File: src/hdl/iolp_pkg.sv
package iolp_pkg;
   // bus geometry
   localparam int DATA_W    = 32;
   localparam int ADDR_W    = 8;
   localparam int LINES_DEF = 32;

   // register byte addresses, one aligned word each
   localparam logic [7:0] OFF_MD_EN   = 8'h00;
   localparam logic [7:0] OFF_MD_DIS  = 8'h04;
   localparam logic [7:0] OFF_MD_STAT = 8'h08;
   localparam logic [7:0] OFF_PU_DIS  = 8'h10;
   localparam logic [7:0] OFF_PU_EN   = 8'h14;
   localparam logic [7:0] OFF_PU_STAT = 8'h18;
   localparam logic [7:0] OFF_FA_SEL  = 8'h20;
   localparam logic [7:0] OFF_FB_SEL  = 8'h24;
   localparam logic [7:0] OFF_FS_STAT = 8'h28;
   localparam logic [7:0] OFF_DW_EN   = 8'h30;
   localparam logic [7:0] OFF_DW_DIS  = 8'h34;
   localparam logic [7:0] OFF_DW_STAT = 8'h38;
   localparam logic [7:0] OFF_OD_STAT = 8'h3C;

   // index of each per-line setting bank
   localparam int CFG_MD = 0;
   localparam int CFG_PU = 1;
   localparam int CFG_SB = 2;
   localparam int CFG_OW = 3;
   localparam int CFG_N  = 4;

   // address that sets and clears each bank
   localparam logic [7:0] SET_OFF [CFG_N] =
      '{OFF_MD_EN, OFF_PU_DIS, OFF_FB_SEL, OFF_DW_EN};
   localparam logic [7:0] CLR_OFF [CFG_N] =
      '{OFF_MD_DIS, OFF_PU_EN, OFF_FA_SEL, OFF_DW_DIS};

   // reset values: push-pull, pull-up on, function a, writes blocked
   localparam logic [31:0] RST_CFG [CFG_N] =
      '{32'h0000_0000, 32'h0000_0000, 32'h0000_0000, 32'h0000_0000};
   localparam logic [31:0] RST_ODSR = 32'h0000_0000;
   localparam logic [31:0] RD_ZERO  = 32'h0000_0000;
endpackage : iolp_pkg

File: src/hdl/iolp_pad_if.sv
interface iolp_pad_if #(
   parameter int LINES = 32
);
   logic [LINES-1:0] md;     // open-drain per line
   logic [LINES-1:0] pu_off; // pull-up switched off
   logic [LINES-1:0] sel_b;  // function b owns the line outside controller mode
   logic [LINES-1:0] odata;  // output data status
   // register side drives the settings
   modport core (output md, output pu_off, output sel_b, output odata);
   // pad side only consumes them
   modport pad (input md, input pu_off, input sel_b, input odata);
endinterface : iolp_pad_if

File: src/hdl/iolp_setclr_bank.sv
module iolp_setclr_bank #(
   parameter int          W   = 32,
   parameter logic [31:0] RST = 32'h0000_0000
) (
   input  wire logic         ref_clk_i,
   input  wire logic         rst_n_i,
   input  wire logic [W-1:0] set_i,   // ones set the line bit
   input  wire logic [W-1:0] clr_i,   // ones clear the line bit
   output logic      [W-1:0] state_o
);
   logic [W-1:0] state_ff;
   logic [W-1:0] nxt_state;

   // refuse widths the reset constant cannot cover
   if (W < 1 || W > 32)
   begin : g_chk
      $error("bank width out of range");
   end

   // set wins over a clear in the same cycle
   always_comb
   begin
      nxt_state = (state_ff & ~clr_i) | set_i;
   end

   // hold the per-line setting
   always_ff @(posedge ref_clk_i)
   begin
      if (!rst_n_i)
         state_ff <= RST[W-1:0];
      else
         state_ff <= nxt_state;
   end

   assign state_o = state_ff;
endmodule : iolp_setclr_bank

File: src/hdl/iolp_pad_drv.sv
module iolp_pad_drv #(
   parameter int LINES = 32
) (
   input  wire logic             ref_clk_i,
   input  wire logic             rst_n_i,
   iolp_pad_if.pad               cfg,
   input  wire logic [LINES-1:0] pio_mode_i,
   input  wire logic [LINES-1:0] pio_drive_i,
   input  wire logic [LINES-1:0] fa_out_i,
   input  wire logic [LINES-1:0] fa_oe_i,
   input  wire logic [LINES-1:0] fb_out_i,
   input  wire logic [LINES-1:0] fb_oe_i,
   input  wire logic [LINES-1:0] pad_in_i,
   output logic      [LINES-1:0] pad_out_o,
   output logic      [LINES-1:0] pad_oe_n_o,
   output logic      [LINES-1:0] pad_pullup_o,
   output logic      [LINES-1:0] level_o
);
   logic [LINES-1:0] out_ff, oe_n_ff, pu_ff, sy1_ff, sy2_ff;
   logic [LINES-1:0] nxt_out, nxt_oe_n, nxt_pu;
   logic [LINES-1:0] src_d, src_e;

   // pick the source of each line, then shape the drive
   always_comb
   begin
      src_d = '0;
      src_e = '0;
      for (int i = 0; i < LINES; i++)
      begin
         if (pio_mode_i[i])
         begin
            src_d[i] = cfg.odata[i];
            src_e[i] = pio_drive_i[i];
         end
         else if (cfg.sel_b[i])
         begin
            src_d[i] = fb_out_i[i];
            src_e[i] = fb_oe_i[i];
         end
         else
         begin
            src_d[i] = fa_out_i[i];
            src_e[i] = fa_oe_i[i];
         end
      end
      nxt_out  = src_d & ~cfg.md;
      nxt_oe_n = ~(src_e & ~(cfg.md & src_d));
      nxt_pu   = ~cfg.pu_off;
   end

   // pad flops plus two-stage input synchroniser
   always_ff @(posedge ref_clk_i)
   begin
      if (!rst_n_i)
      begin
         out_ff  <= '0;
         oe_n_ff <= '1;
         pu_ff   <= '0;
         sy1_ff  <= '0;
         sy2_ff  <= '0;
      end
      else
      begin
         out_ff  <= nxt_out;
         oe_n_ff <= nxt_oe_n;
         pu_ff   <= nxt_pu;
         sy1_ff  <= pad_in_i;
         sy2_ff  <= sy1_ff;
      end
   end

   assign pad_out_o    = out_ff;
   assign pad_oe_n_o   = oe_n_ff;
   assign pad_pullup_o = pu_ff;
   assign level_o      = sy2_ff;
endmodule : iolp_pad_drv

File: src/hdl/iolp_line_cfg.sv
module iolp_line_cfg #(
   parameter int LINES = iolp_pkg::LINES_DEF
) (
   input  wire logic                       ref_clk_i,
   input  wire logic                       rst_n_i,
   input  wire logic [iolp_pkg::ADDR_W-1:0] reg_addr_i,
   input  wire logic [iolp_pkg::DATA_W-1:0] reg_wdata_i,
   input  wire logic                       reg_wr_i,
   input  wire logic                       reg_rd_i,
   output logic      [iolp_pkg::DATA_W-1:0] reg_rdata_o,
   input  wire logic [LINES-1:0]           line_pio_mode_i,
   input  wire logic [LINES-1:0]           line_drive_i,
   input  wire logic [LINES-1:0]           func_a_out_i,
   input  wire logic [LINES-1:0]           func_a_oe_i,
   input  wire logic [LINES-1:0]           func_b_out_i,
   input  wire logic [LINES-1:0]           func_b_oe_i,
   input  wire logic [LINES-1:0]           pad_in_i,
   output logic      [LINES-1:0]           pad_out_o,
   output logic      [LINES-1:0]           pad_oe_n_o,
   output logic      [LINES-1:0]           pad_pullup_o,
   output logic      [LINES-1:0]           line_level_o
);
   // line bits beyond the data word cannot be reached
   if (LINES < 1 || LINES > iolp_pkg::DATA_W)
   begin : g_chk
      $error("line count out of range");
   end

   // address match, used by the write decoders below
   function automatic logic hit(
      input logic [iolp_pkg::ADDR_W-1:0] a,
      input logic [iolp_pkg::ADDR_W-1:0] off
   );
      return a == off;
   endfunction : hit

   logic [LINES-1:0]            wdl;      // write data, line part
   logic [iolp_pkg::CFG_N-1:0]  set_hit;  // write to a set address
   logic [iolp_pkg::CFG_N-1:0]  clr_hit;  // write to a clear address
   logic [LINES-1:0]            cfg_q [iolp_pkg::CFG_N]; // bank states
   logic                        od_hit;   // write to output data
   logic [LINES-1:0]            md;       // open-drain per line
   logic [LINES-1:0]            pu_off;   // pull-up off per line
   logic [LINES-1:0]            sel_b;    // function b per line
   logic [LINES-1:0]            ow;       // direct write allowed
   logic [LINES-1:0]            odsr_ff;  // output data status
   logic [LINES-1:0]            nxt_odsr;
   logic [iolp_pkg::DATA_W-1:0] rdata_ff; // read answer
   logic [iolp_pkg::DATA_W-1:0] nxt_rdata;

   // line part of the write word
   assign wdl = reg_wdata_i[LINES-1:0];

   // write decode and one set/clear bank per setting
   // one bit per line in each setting
   for (genvar k = 0; k < iolp_pkg::CFG_N; k++)
   begin : g_bank
      assign set_hit[k] = reg_wr_i
                          && hit(reg_addr_i, iolp_pkg::SET_OFF[k]);
      assign clr_hit[k] = reg_wr_i
                          && hit(reg_addr_i, iolp_pkg::CLR_OFF[k]);
      iolp_setclr_bank #(
         .W   (LINES),
         .RST (iolp_pkg::RST_CFG[k])
      ) u_bank (
         .ref_clk_i (ref_clk_i),
         .rst_n_i   (rst_n_i),
         .set_i     (set_hit[k] ? wdl : '0),
         .clr_i     (clr_hit[k] ? wdl : '0),
         .state_o   (cfg_q[k])
      );
   end

   // named views of the banks
   // open-drain on
   assign md     = cfg_q[iolp_pkg::CFG_MD];
   assign pu_off = cfg_q[iolp_pkg::CFG_PU];
   assign sel_b  = cfg_q[iolp_pkg::CFG_SB];
   assign ow     = cfg_q[iolp_pkg::CFG_OW];

   // direct write of output data
   assign od_hit = reg_wr_i && hit(reg_addr_i, iolp_pkg::OFF_OD_STAT);

   // output data next value, masked per line
   always_comb
   begin
      nxt_odsr = odsr_ff;
      if (od_hit)
      begin
         nxt_odsr = (odsr_ff & ~ow) | (wdl & ow);
      end
   end

   // output data register
   always_ff @(posedge ref_clk_i)
   begin
      if (!rst_n_i)
         odsr_ff <= iolp_pkg::RST_ODSR[LINES-1:0];
      else
         odsr_ff <= nxt_odsr;
   end

   // read mux; answer stands only in the cycle after
   always_comb
   begin
      nxt_rdata = iolp_pkg::RD_ZERO;
      if (reg_rd_i)
      begin
         unique case (reg_addr_i)
            iolp_pkg::OFF_MD_STAT:
               nxt_rdata = iolp_pkg::DATA_W'(md);
            iolp_pkg::OFF_PU_STAT:
               nxt_rdata = iolp_pkg::DATA_W'(pu_off);
            iolp_pkg::OFF_FS_STAT:
               nxt_rdata = iolp_pkg::DATA_W'(sel_b);
            iolp_pkg::OFF_DW_STAT:
               nxt_rdata = iolp_pkg::DATA_W'(ow);
            iolp_pkg::OFF_OD_STAT:
               nxt_rdata = iolp_pkg::DATA_W'(odsr_ff);
            // write-only and unmapped read as zero
            default:
               nxt_rdata = iolp_pkg::RD_ZERO;
         endcase
      end
   end

   // read data register
   always_ff @(posedge ref_clk_i)
   begin
      if (!rst_n_i)
         rdata_ff <= iolp_pkg::RD_ZERO;
      else
         rdata_ff <= nxt_rdata;
   end

   assign reg_rdata_o = rdata_ff;

   // settings travel to the pad side together
   iolp_pad_if #(.LINES(LINES)) u_if ();

   // register side of the interface
   assign u_if.md     = md;
   assign u_if.pu_off = pu_off;
   assign u_if.sel_b  = sel_b;
   assign u_if.odata  = odsr_ff;

   // pad shaping, registered outputs
   // push-pull when status zero
   iolp_pad_drv #(
      .LINES (LINES)
   ) u_pad (
      .ref_clk_i    (ref_clk_i),
      .rst_n_i      (rst_n_i),
      .cfg          (u_if.pad),
      .pio_mode_i   (line_pio_mode_i),
      .pio_drive_i  (line_drive_i),
      .fa_out_i     (func_a_out_i),
      .fa_oe_i      (func_a_oe_i),
      .fb_out_i     (func_b_out_i),
      .fb_oe_i      (func_b_oe_i),
      .pad_in_i     (pad_in_i),
      .pad_out_o    (pad_out_o),
      .pad_oe_n_o   (pad_oe_n_o),
      .pad_pullup_o (pad_pullup_o),
      .level_o      (line_level_o)
   );

   // helper: status word as the bus would show it
   function automatic logic [iolp_pkg::DATA_W-1:0] ext(
      input logic [LINES-1:0] v
   );
      return iolp_pkg::DATA_W'(v);
   endfunction : ext
endmodule : iolp_line_cfg

File: config.mk
export PLATFORM = sky130hd
export DESIGN_NAME = iolp_line_cfg
export DESIGN_NICKNAME = d
export VERILOG_FILES = /design/src/hdl/iolp_pkg.sv /design/src/hdl/iolp_pad_if.sv /design/src/hdl/iolp_setclr_bank.sv /design/src/hdl/iolp_pad_drv.sv /design/src/hdl/iolp_line_cfg.sv
export SDC_FILE = /design/constraint.sdc
export NUM_CORES = 1
export LEC_CHECK = 0
export BUFFER_PORTS_ARGS = -buffer_cell sky130_fd_sc_hd__buf_2
export CAP_MARGIN = 30
export CORE_UTILIZATION = 45
export CTS_CLUSTER_SIZE = 14
export DETAILED_ROUTE_END_ITERATION = 10
export GPL_TIMING_DRIVEN = 0
export MAX_ROUTING_LAYER = met4
export PLACE_DENSITY = 0.78
export RECOVER_POWER = 50
export REMOVE_ABC_BUFFERS = 1
export SETUP_SLACK_MARGIN = 0.2
export SLEW_MARGIN = 0
export SYNTH_ARGS = -nofsm -noshare
export SYNTH_HDL_FRONTEND = slang
export SYNTH_SLANG_ARGS = --single-unit
File: constraint.sdc
create_clock -name ref_clk_i -period 1.9 [get_ports ref_clk_i]
set_input_delay 0.285 -clock ref_clk_i [delete_from_list [all_inputs] [get_ports ref_clk_i]]
set_output_delay 0.285 -clock ref_clk_i [all_outputs]
set_load 0.03 [all_outputs]
==> results of run 1 <==
-- where the power goes --
group | leakage [nW] | internal, mW | switching, mW
combinational | 4.46 | 0.527 | 0.900
clock | 0.638 | 4.59 | 3.01
sequential | 2.87 | 7.55 | 0.0489
total | 7.97 | 12.7 | 3.96
-- what timing repair did --
| item | 4_1_cts | 5_1_grt |
|---|---|---|
| gates resized for setup | 20 | 6 |
| hold buffers | 31 | 0 |
| pin swaps | 3 | 3 |
| buffers inserted | 5 | 4 |
| setup endpoints to repair | 192 | 115 |
| hold endpoints to repair | 31 | 0 |
| cloned | 5 | 1 |
-- worst max-delay path, cell delays in order --
cell	delay, ps
buf_16	260
buf_16	250
nand2_1	110
a21oi_1	170
nand3_2	310
buf_12	300
o22ai_1	270
-- layer usage --
| metal | share of wire | wire, um | vias up |
|---|---|---|---|
| li1 | - | - | 6089 |
| met1 | 0.39 | 18200 | 6281 |
| met2 | 0.50 | 23300 | 570 |
| met3 | 0.075 | 3480 | 116 |
| met4 | 0.033 | 1520 | 0 |
| met5 | 0 | 0 | - |
-- per-stage QoR --
step | power (mW) | setup slack (ps)
2_1_floorplan | 8.31 | -458
3_3_place_gp | 9.03 | -5690
3_5_place_dp | 9.07 | -1230
4_1_cts | 16.7 | 182
5_1_grt | 17.1 | 217
6_report | 16.6 | 270
-- state kept, by name (all words and copies together), names as in the netlist, named ones only --
| register | cells |
|---|---|
| g_bank.u_bank.state_o | 128 |
| reg_rdata_o | 32 |
| u_pad.level_o | 32 |
| u_pad.pad_oe_n_o | 32 |
| u_pad.pad_out_o | 32 |
| u_pad.pad_pullup_o | 32 |
| u_pad.sy1_ff | 32 |
-- final cells by class --
class / instances / area (sq um) / share of cell area
well taps: 396 / 495 / 0.0268
diodes: 4 / 10.0 / 0.000541
flip-flops and latches: 352 / 7050 / 0.381
clock inverters: 12 / 153 / 0.00825
clock buffers: 57 / 1140 / 0.0618
repair buffers: 482 / 2740 / 0.148
multi-input cells: 1028 / 6920 / 0.374
-- placed cells by master (no fill, tap or decap), types with 30 or more instances in the layout --
cell type      instances
a41o_1                32
mux2i_1              155
o21ai_0               64
clkbuf_16             39
nand3_1               33
nand2_1              259
o21a_1                64
buf_2                327
a21oi_1               33
nor2b_1               33
and2_0                30
o22ai_1               32
clkbuf_1             104
a21boi_0              64
dfxtp_1              352
and2_1                35
and3b_1               32
dlygate4sd3_1         31
a22oi_1               37
nor3b_1               64
-- cell families (layout without fill, tap and decap cells) --
family | Yosys count | in the layout | share of synthesized area
other cells | 0 | 4 | 0
compound gates | 347 | 347 | 0.170
flops | 352 | 352 | 0.493
buf+inv | 102 | 551 | 0.0316
simple gates | 512 | 515 | 0.189
mux | 166 | 166 | 0.117
-- worst paths after layout --
path                                                from                             end  slack (ps)  cells after the start
setup / recovery                                 rst_n_i      reg_rdata_o[22]$_SDFF_PN0_         270                      7
hold reg to reg               u_pad.sy1_ff[7]$_SDFF_PN0_     u_pad.level_o[7]$_SDFF_PN0_         430                      1
setup reg to reg  g_bank[2].u_bank.state_o[6]$_SDFF_PN0_   u_pad.pad_out_o[6]$_SDFF_PN0_         620                      3
hold / removal                        line_pio_mode_i[9]  u_pad.pad_oe_n_o[9]$_SDFF_PN1_          60                      3
==> run_results.csv, run 1 <==
group,metric,value,unit
outcome,status,"completed",
routing,dr.first_iter.drc_count,872,
placed_design,placed_area,16800,sq um
routing,drt_wl_total,46600,um
routing,drc,0,
setup_path,worstSetupPathType,"input pin to flop",
clocking,cts_tree,"yes",
layout,syn_to_final_growth,29.4,%
floorplanning,dieArea,32500,sq um
setup_path,startpoint_type,"input pin",
grt,track_usage,0.282,
yosys,avgSynthCellArea,9.67,sq um
yosys,synth.top_cells.by_area,"dfxtp_1, mux2i_1, nand2_1",
routing,first_pass_iters,5,
timing,worst_slew_pin_slew,1130,ps
yosys,synth_area,14300,sq um
yosys,netlist.area_leader.share,0.493,
timing,finalHoldWorstSlack,59.6,ps
placed_design,placed_cells,2212,
layout,fin_util,0.599,
clocking,cts_buffers,38,
pwr,p_per_area,899,nW/um^2
routing,vias_per_cell,5.60,
layout,fillers,2610,
grt,grt_max_degree,94,
placed_design,gp_congestion,0.824,
timing,tns,0,ps
yosys,seq_area_frac_synth,0.493,
floorplanning,coreArea,30900,sq um
pwr,power.leakage,7.97,nW
routing,ant_nets,0,
flow_run,drv_cap,0,
yosys,synth.most_common_cell,"dfxtp_1",
yosys,synthCells,1479,
routing,avgRoutedWirePerCell,20.0,um
grt,met3_usage,0.0622,
grt,grt_pass1_wl,70800,um
timing,max_slew_margin,0.243,
floorplanning,ios,428,
clocking,clock_latency,520,ps
setup_path,endpoint_kind,"flop",
timing,drv_slew,0,
timing,rsz0062_at_grt,"no",
grt,overflow,0,
clocking,path_clk_slew,60,ps
timing,setup_violations,0,
timing,min_period,1630,ps
floorplanning,fp.dieH,180,um
timing,hold_viol_final,0,
clocking,clock-root-buffer,"clkbuf_16",
yosys,yosys_warnings,0,
clocking,cts_sinks,352,
floorplanning,die_x,180,um
floorplanning,placement_rows,64,
timing,fin_crit_sh,0.858,
routing,vias,13056,
yosys,synth_ff_type,"dfxtp_1",
layout,nets,2170,
yosys,ys_top_cells_by_count,"dfxtp_1, nand2_1, mux2i_1",
layout,design_area,18500,sq um
grt,grt.busiest_layer,"met2",
hold_path,holdCritPathClass,"input pin to flop",
grt,use_met2,0.495,
layout,fin_cells,2331,
pwr,peakVddDrop,531,uV
grt,grt_pass1_vias,12868,
yosys,synth_area_leader_cell,"dfxtp_1",
placed_design,numPortBuffers,427,
timing,finClkSkew,8.11,ps
layout,final_layout_size_suffix_gt1_frac,0.234,
timing,max_freq,0.614,GHz
grt,grt_antenna_before_repair,4,
yosys,synth-edff-count,0,
yosys,synth_cell_types,34,
setup_path,critical_path_required,2310,ps
yosys,postSynth.asyncResetShare,0,
clocking,clockBufferDepth,3,
floorplanning,start_util,0.463,
yosys,ys_ff_latch,352,
clocking,htreeDepth,2,
grt,met1_usage,0.311,
setup_path,worst_ep_arrival_time,2040,ps
setup_path,cp_max_fo,93,
placed_design,place_hpwl,27700,um
No activity file was read; power rests on OpenSTA's default activity.
==> run 2: changes to the inputs <==
==> constraint.sdc (replaced) <==
create_clock -name ref_clk_i -period 1.9 [get_ports ref_clk_i]
set_input_delay 0.38 -clock ref_clk_i [delete_from_list [all_inputs] [get_ports ref_clk_i]]
set_output_delay 0.38 -clock ref_clk_i [all_outputs]
set_load 0.03 [all_outputs]
==> run_results.csv, run 2 (same netlist as run 1, synthesis figures left out) <==
group,metric,value,unit
timing,hold_viol_final,0,
layout,fillers,2657,
setup_path,startpoint_type,"input pin",
placed_design,dp_slack,-1320,ps
grt,grt_max_degree,94,
setup_path,cp_max_fo,22,
timing,setup_slack,203,ps
floorplanning,dieArea,32500,sq um
routing,first_pass_iters,5,
routing,avgRoutedWirePerCell,20.0,um
grt,overflow,0,
setup_path,path_cells,"buf_4, nor2b_2, and3_4, buf_16, nand2_1, mux2i_1",
setup_path,r2r_start,"g_bank[2].u_bank.state_o[6]$_SDFF_PN0_",
timing,rsz0062_at_grt,"yes",
setup_path,cpPeakStageDelay,440,ps
layout,final_common_cell,"dfxtp_1",
timing,drv_slew,92,
setup_path,crit_buf_inv,2,
layout,final_layout_size_suffix_gt1_frac,0.238,
layout,nets,2140,
pwr,power.leakage,7.82,nW
setup_path,endpoint_kind,"flop",
floorplanning,ios,428,
pwr,peakVddDrop,531,uV
setup_path,worst-r2r-cell-count,4,
routing,dr.first_iter.drc_count,790,
layout,fin_util,0.588,
floorplanning,start_util,0.463,
setup_path,rrSetupSlack,670,ps
timing,finClkSkew,8.61,ps
placed_design,numPortBuffers,427,
routing,drc,0,
layout,ff_latch_area,7050,sq um
timing,tns,0,ps
outcome,status,"finished with violations",
clocking,cts_buffers,38,
floorplanning,fp.dieH,180,um
clocking,clockBufferDepth,3,
flow_run,drv_cap,1,
setup_path,cp_slowest_cell,"and3_4",
setup_path,worst_ep_arrival_time,2060,ps
clocking,htreeDepth,2,
grt,grt_pass1_vias,12685,
timing,max_slew_margin,-0.166,
clocking,cts_tree,"yes",
hold_path,hold_start,"pad_in_i[17]",
hold_path,hold_depth,2,
layout,final_cell_mix,"dfxtp_1, buf_2, nand2_1",
clocking,cts_sinks,352,
clocking,path_clk_slew,60,ps
setup_path,reg2reg_to,"u_pad.pad_oe_n_o[6]$_SDFF_PN1_",
pwr,fin_total_pwr,16.6,mW
clocking,clock-root-buffer,"clkbuf_16",
grt,grt_pass1_wl,69300,um
routing,vias_per_cell,5.60,
layout,multi_input_area,6920,sq um
timing,max_freq,0.589,GHz
timing,fin_crit_sh,0.893,
timing,min_period,1700,ps
hold_path,whs_endpoint,"u_pad.sy1_ff[17]$_SDFF_PN0_",
floorplanning,placement_rows,64,
outcome,violations,"capacitance limit, slew limit",
grt,grt_antenna_before_repair,4,
setup_path,worstSetupPathType,"input pin to flop",
placed_design,placed_area,16800,sq um
setup_path,critical_path_required,2260,ps
timing,setup_violations,0,
setup_path,crit_family,"simple AND/OR/NAND/NOR gates",
placed_design,gp_congestion,0.824,
clocking,clock_latency,510,ps
floorplanning,die_x,180,um
routing,vias,12896,
pwr,p_per_area,911,nW/um^2
routing,ant_nets,0,
grt,track_usage,0.276,
layout,largest_register_ff_count,128,
layout,syn_to_final_growth,27.1,%
layout,design_area,18200,sq um
routing,drt_wl_total,46000,um
floorplanning,coreArea,30900,sq um
hold_path,holdCritPathClass,"input pin to flop",
placed_design,place_hpwl,27700,um
timing,worst_slew_pin_slew,1750,ps
-- run 2: per-stage QoR --
step           instances  hold WS [ps]
2_1_floorplan       1377           402
3_3_place_gp        2200           412
5_1_grt             2301          55.8
4_1_cts             2294          48.8
3_5_place_dp        2212           418
6_report            2301          68.8
-- run 2: final cells by class --
type / instances / share of cell area
diodes: 4 / 0.000551
repair buffers: 452 / 0.132
multi-input cells: 1028 / 0.381
well taps: 396 / 0.0273
flip-flops and latches: 352 / 0.388
clock inverters: 12 / 0.00840
clock buffers: 57 / 0.0629
-- run 2: routing by layer --
layer | GRT usage | vias up | routed length (um) | part of all wire
met3 | 0.0620 | 112 | 3640 | 0.079
met5 | - | - | 0 | 0
met4 | 0.0937 | 0 | 1320 | 0.029
li1 | - | 6031 | - | -
met1 | 0.307 | 6182 | 18100 | 0.39
met2 | 0.487 | 571 | 23000 | 0.50
-- run 2: how the worst max path moves through the flow --
stage | start | to | slack, ps | depth (start not counted)
after floorplan | reg_addr_i[7] | flop | -550 | 4
after global placement | rst_n_i | g_bank[2].u_bank.state_o[29]$_SDFF_PN0_ | -5780 | 3
after detailed placement | reg_addr_i[2] | flop | -1320 | 6
after CTS | rst_n_i | reg_rdata_o[22]$_SDFF_PN0_ | 170 | 7
after global routing | reg_addr_i[5] | g_bank[2].u_bank.state_o[29]$_SDFF_PN0_ | 180 | 6
final | reg_addr_i[5] | g_bank[2].u_bank.state_o[15]$_SDFF_PN0_ | 200 | 6
-- run 2: report_power, final --
part	internal (mW)	switching (mW)	leakage (nW)
registers	7.55	0.0458	2.87
clock network	4.59	3.00	0.638
logic	0.480	0.891	4.30
-- run 2: worst reg2reg max path, stage by stage (launching register included) --
cell and delay (ps):
dfxtp_1 440, mux2i_1 260, o21ai_0 150, nand2_1 100, nand3_1 70
-- run 2: what timing repair did --
| action | CTS | global route |
|---|---|---|
| gates cloned | 5 | 2 |
| pin swaps | 4 | 1 |
| hold buffers | 0 | 0 |
| setup endpoints to repair | 192 | 71 |
| setup buffers | 8 | 1 |
| resized for setup | 21 | 5 |
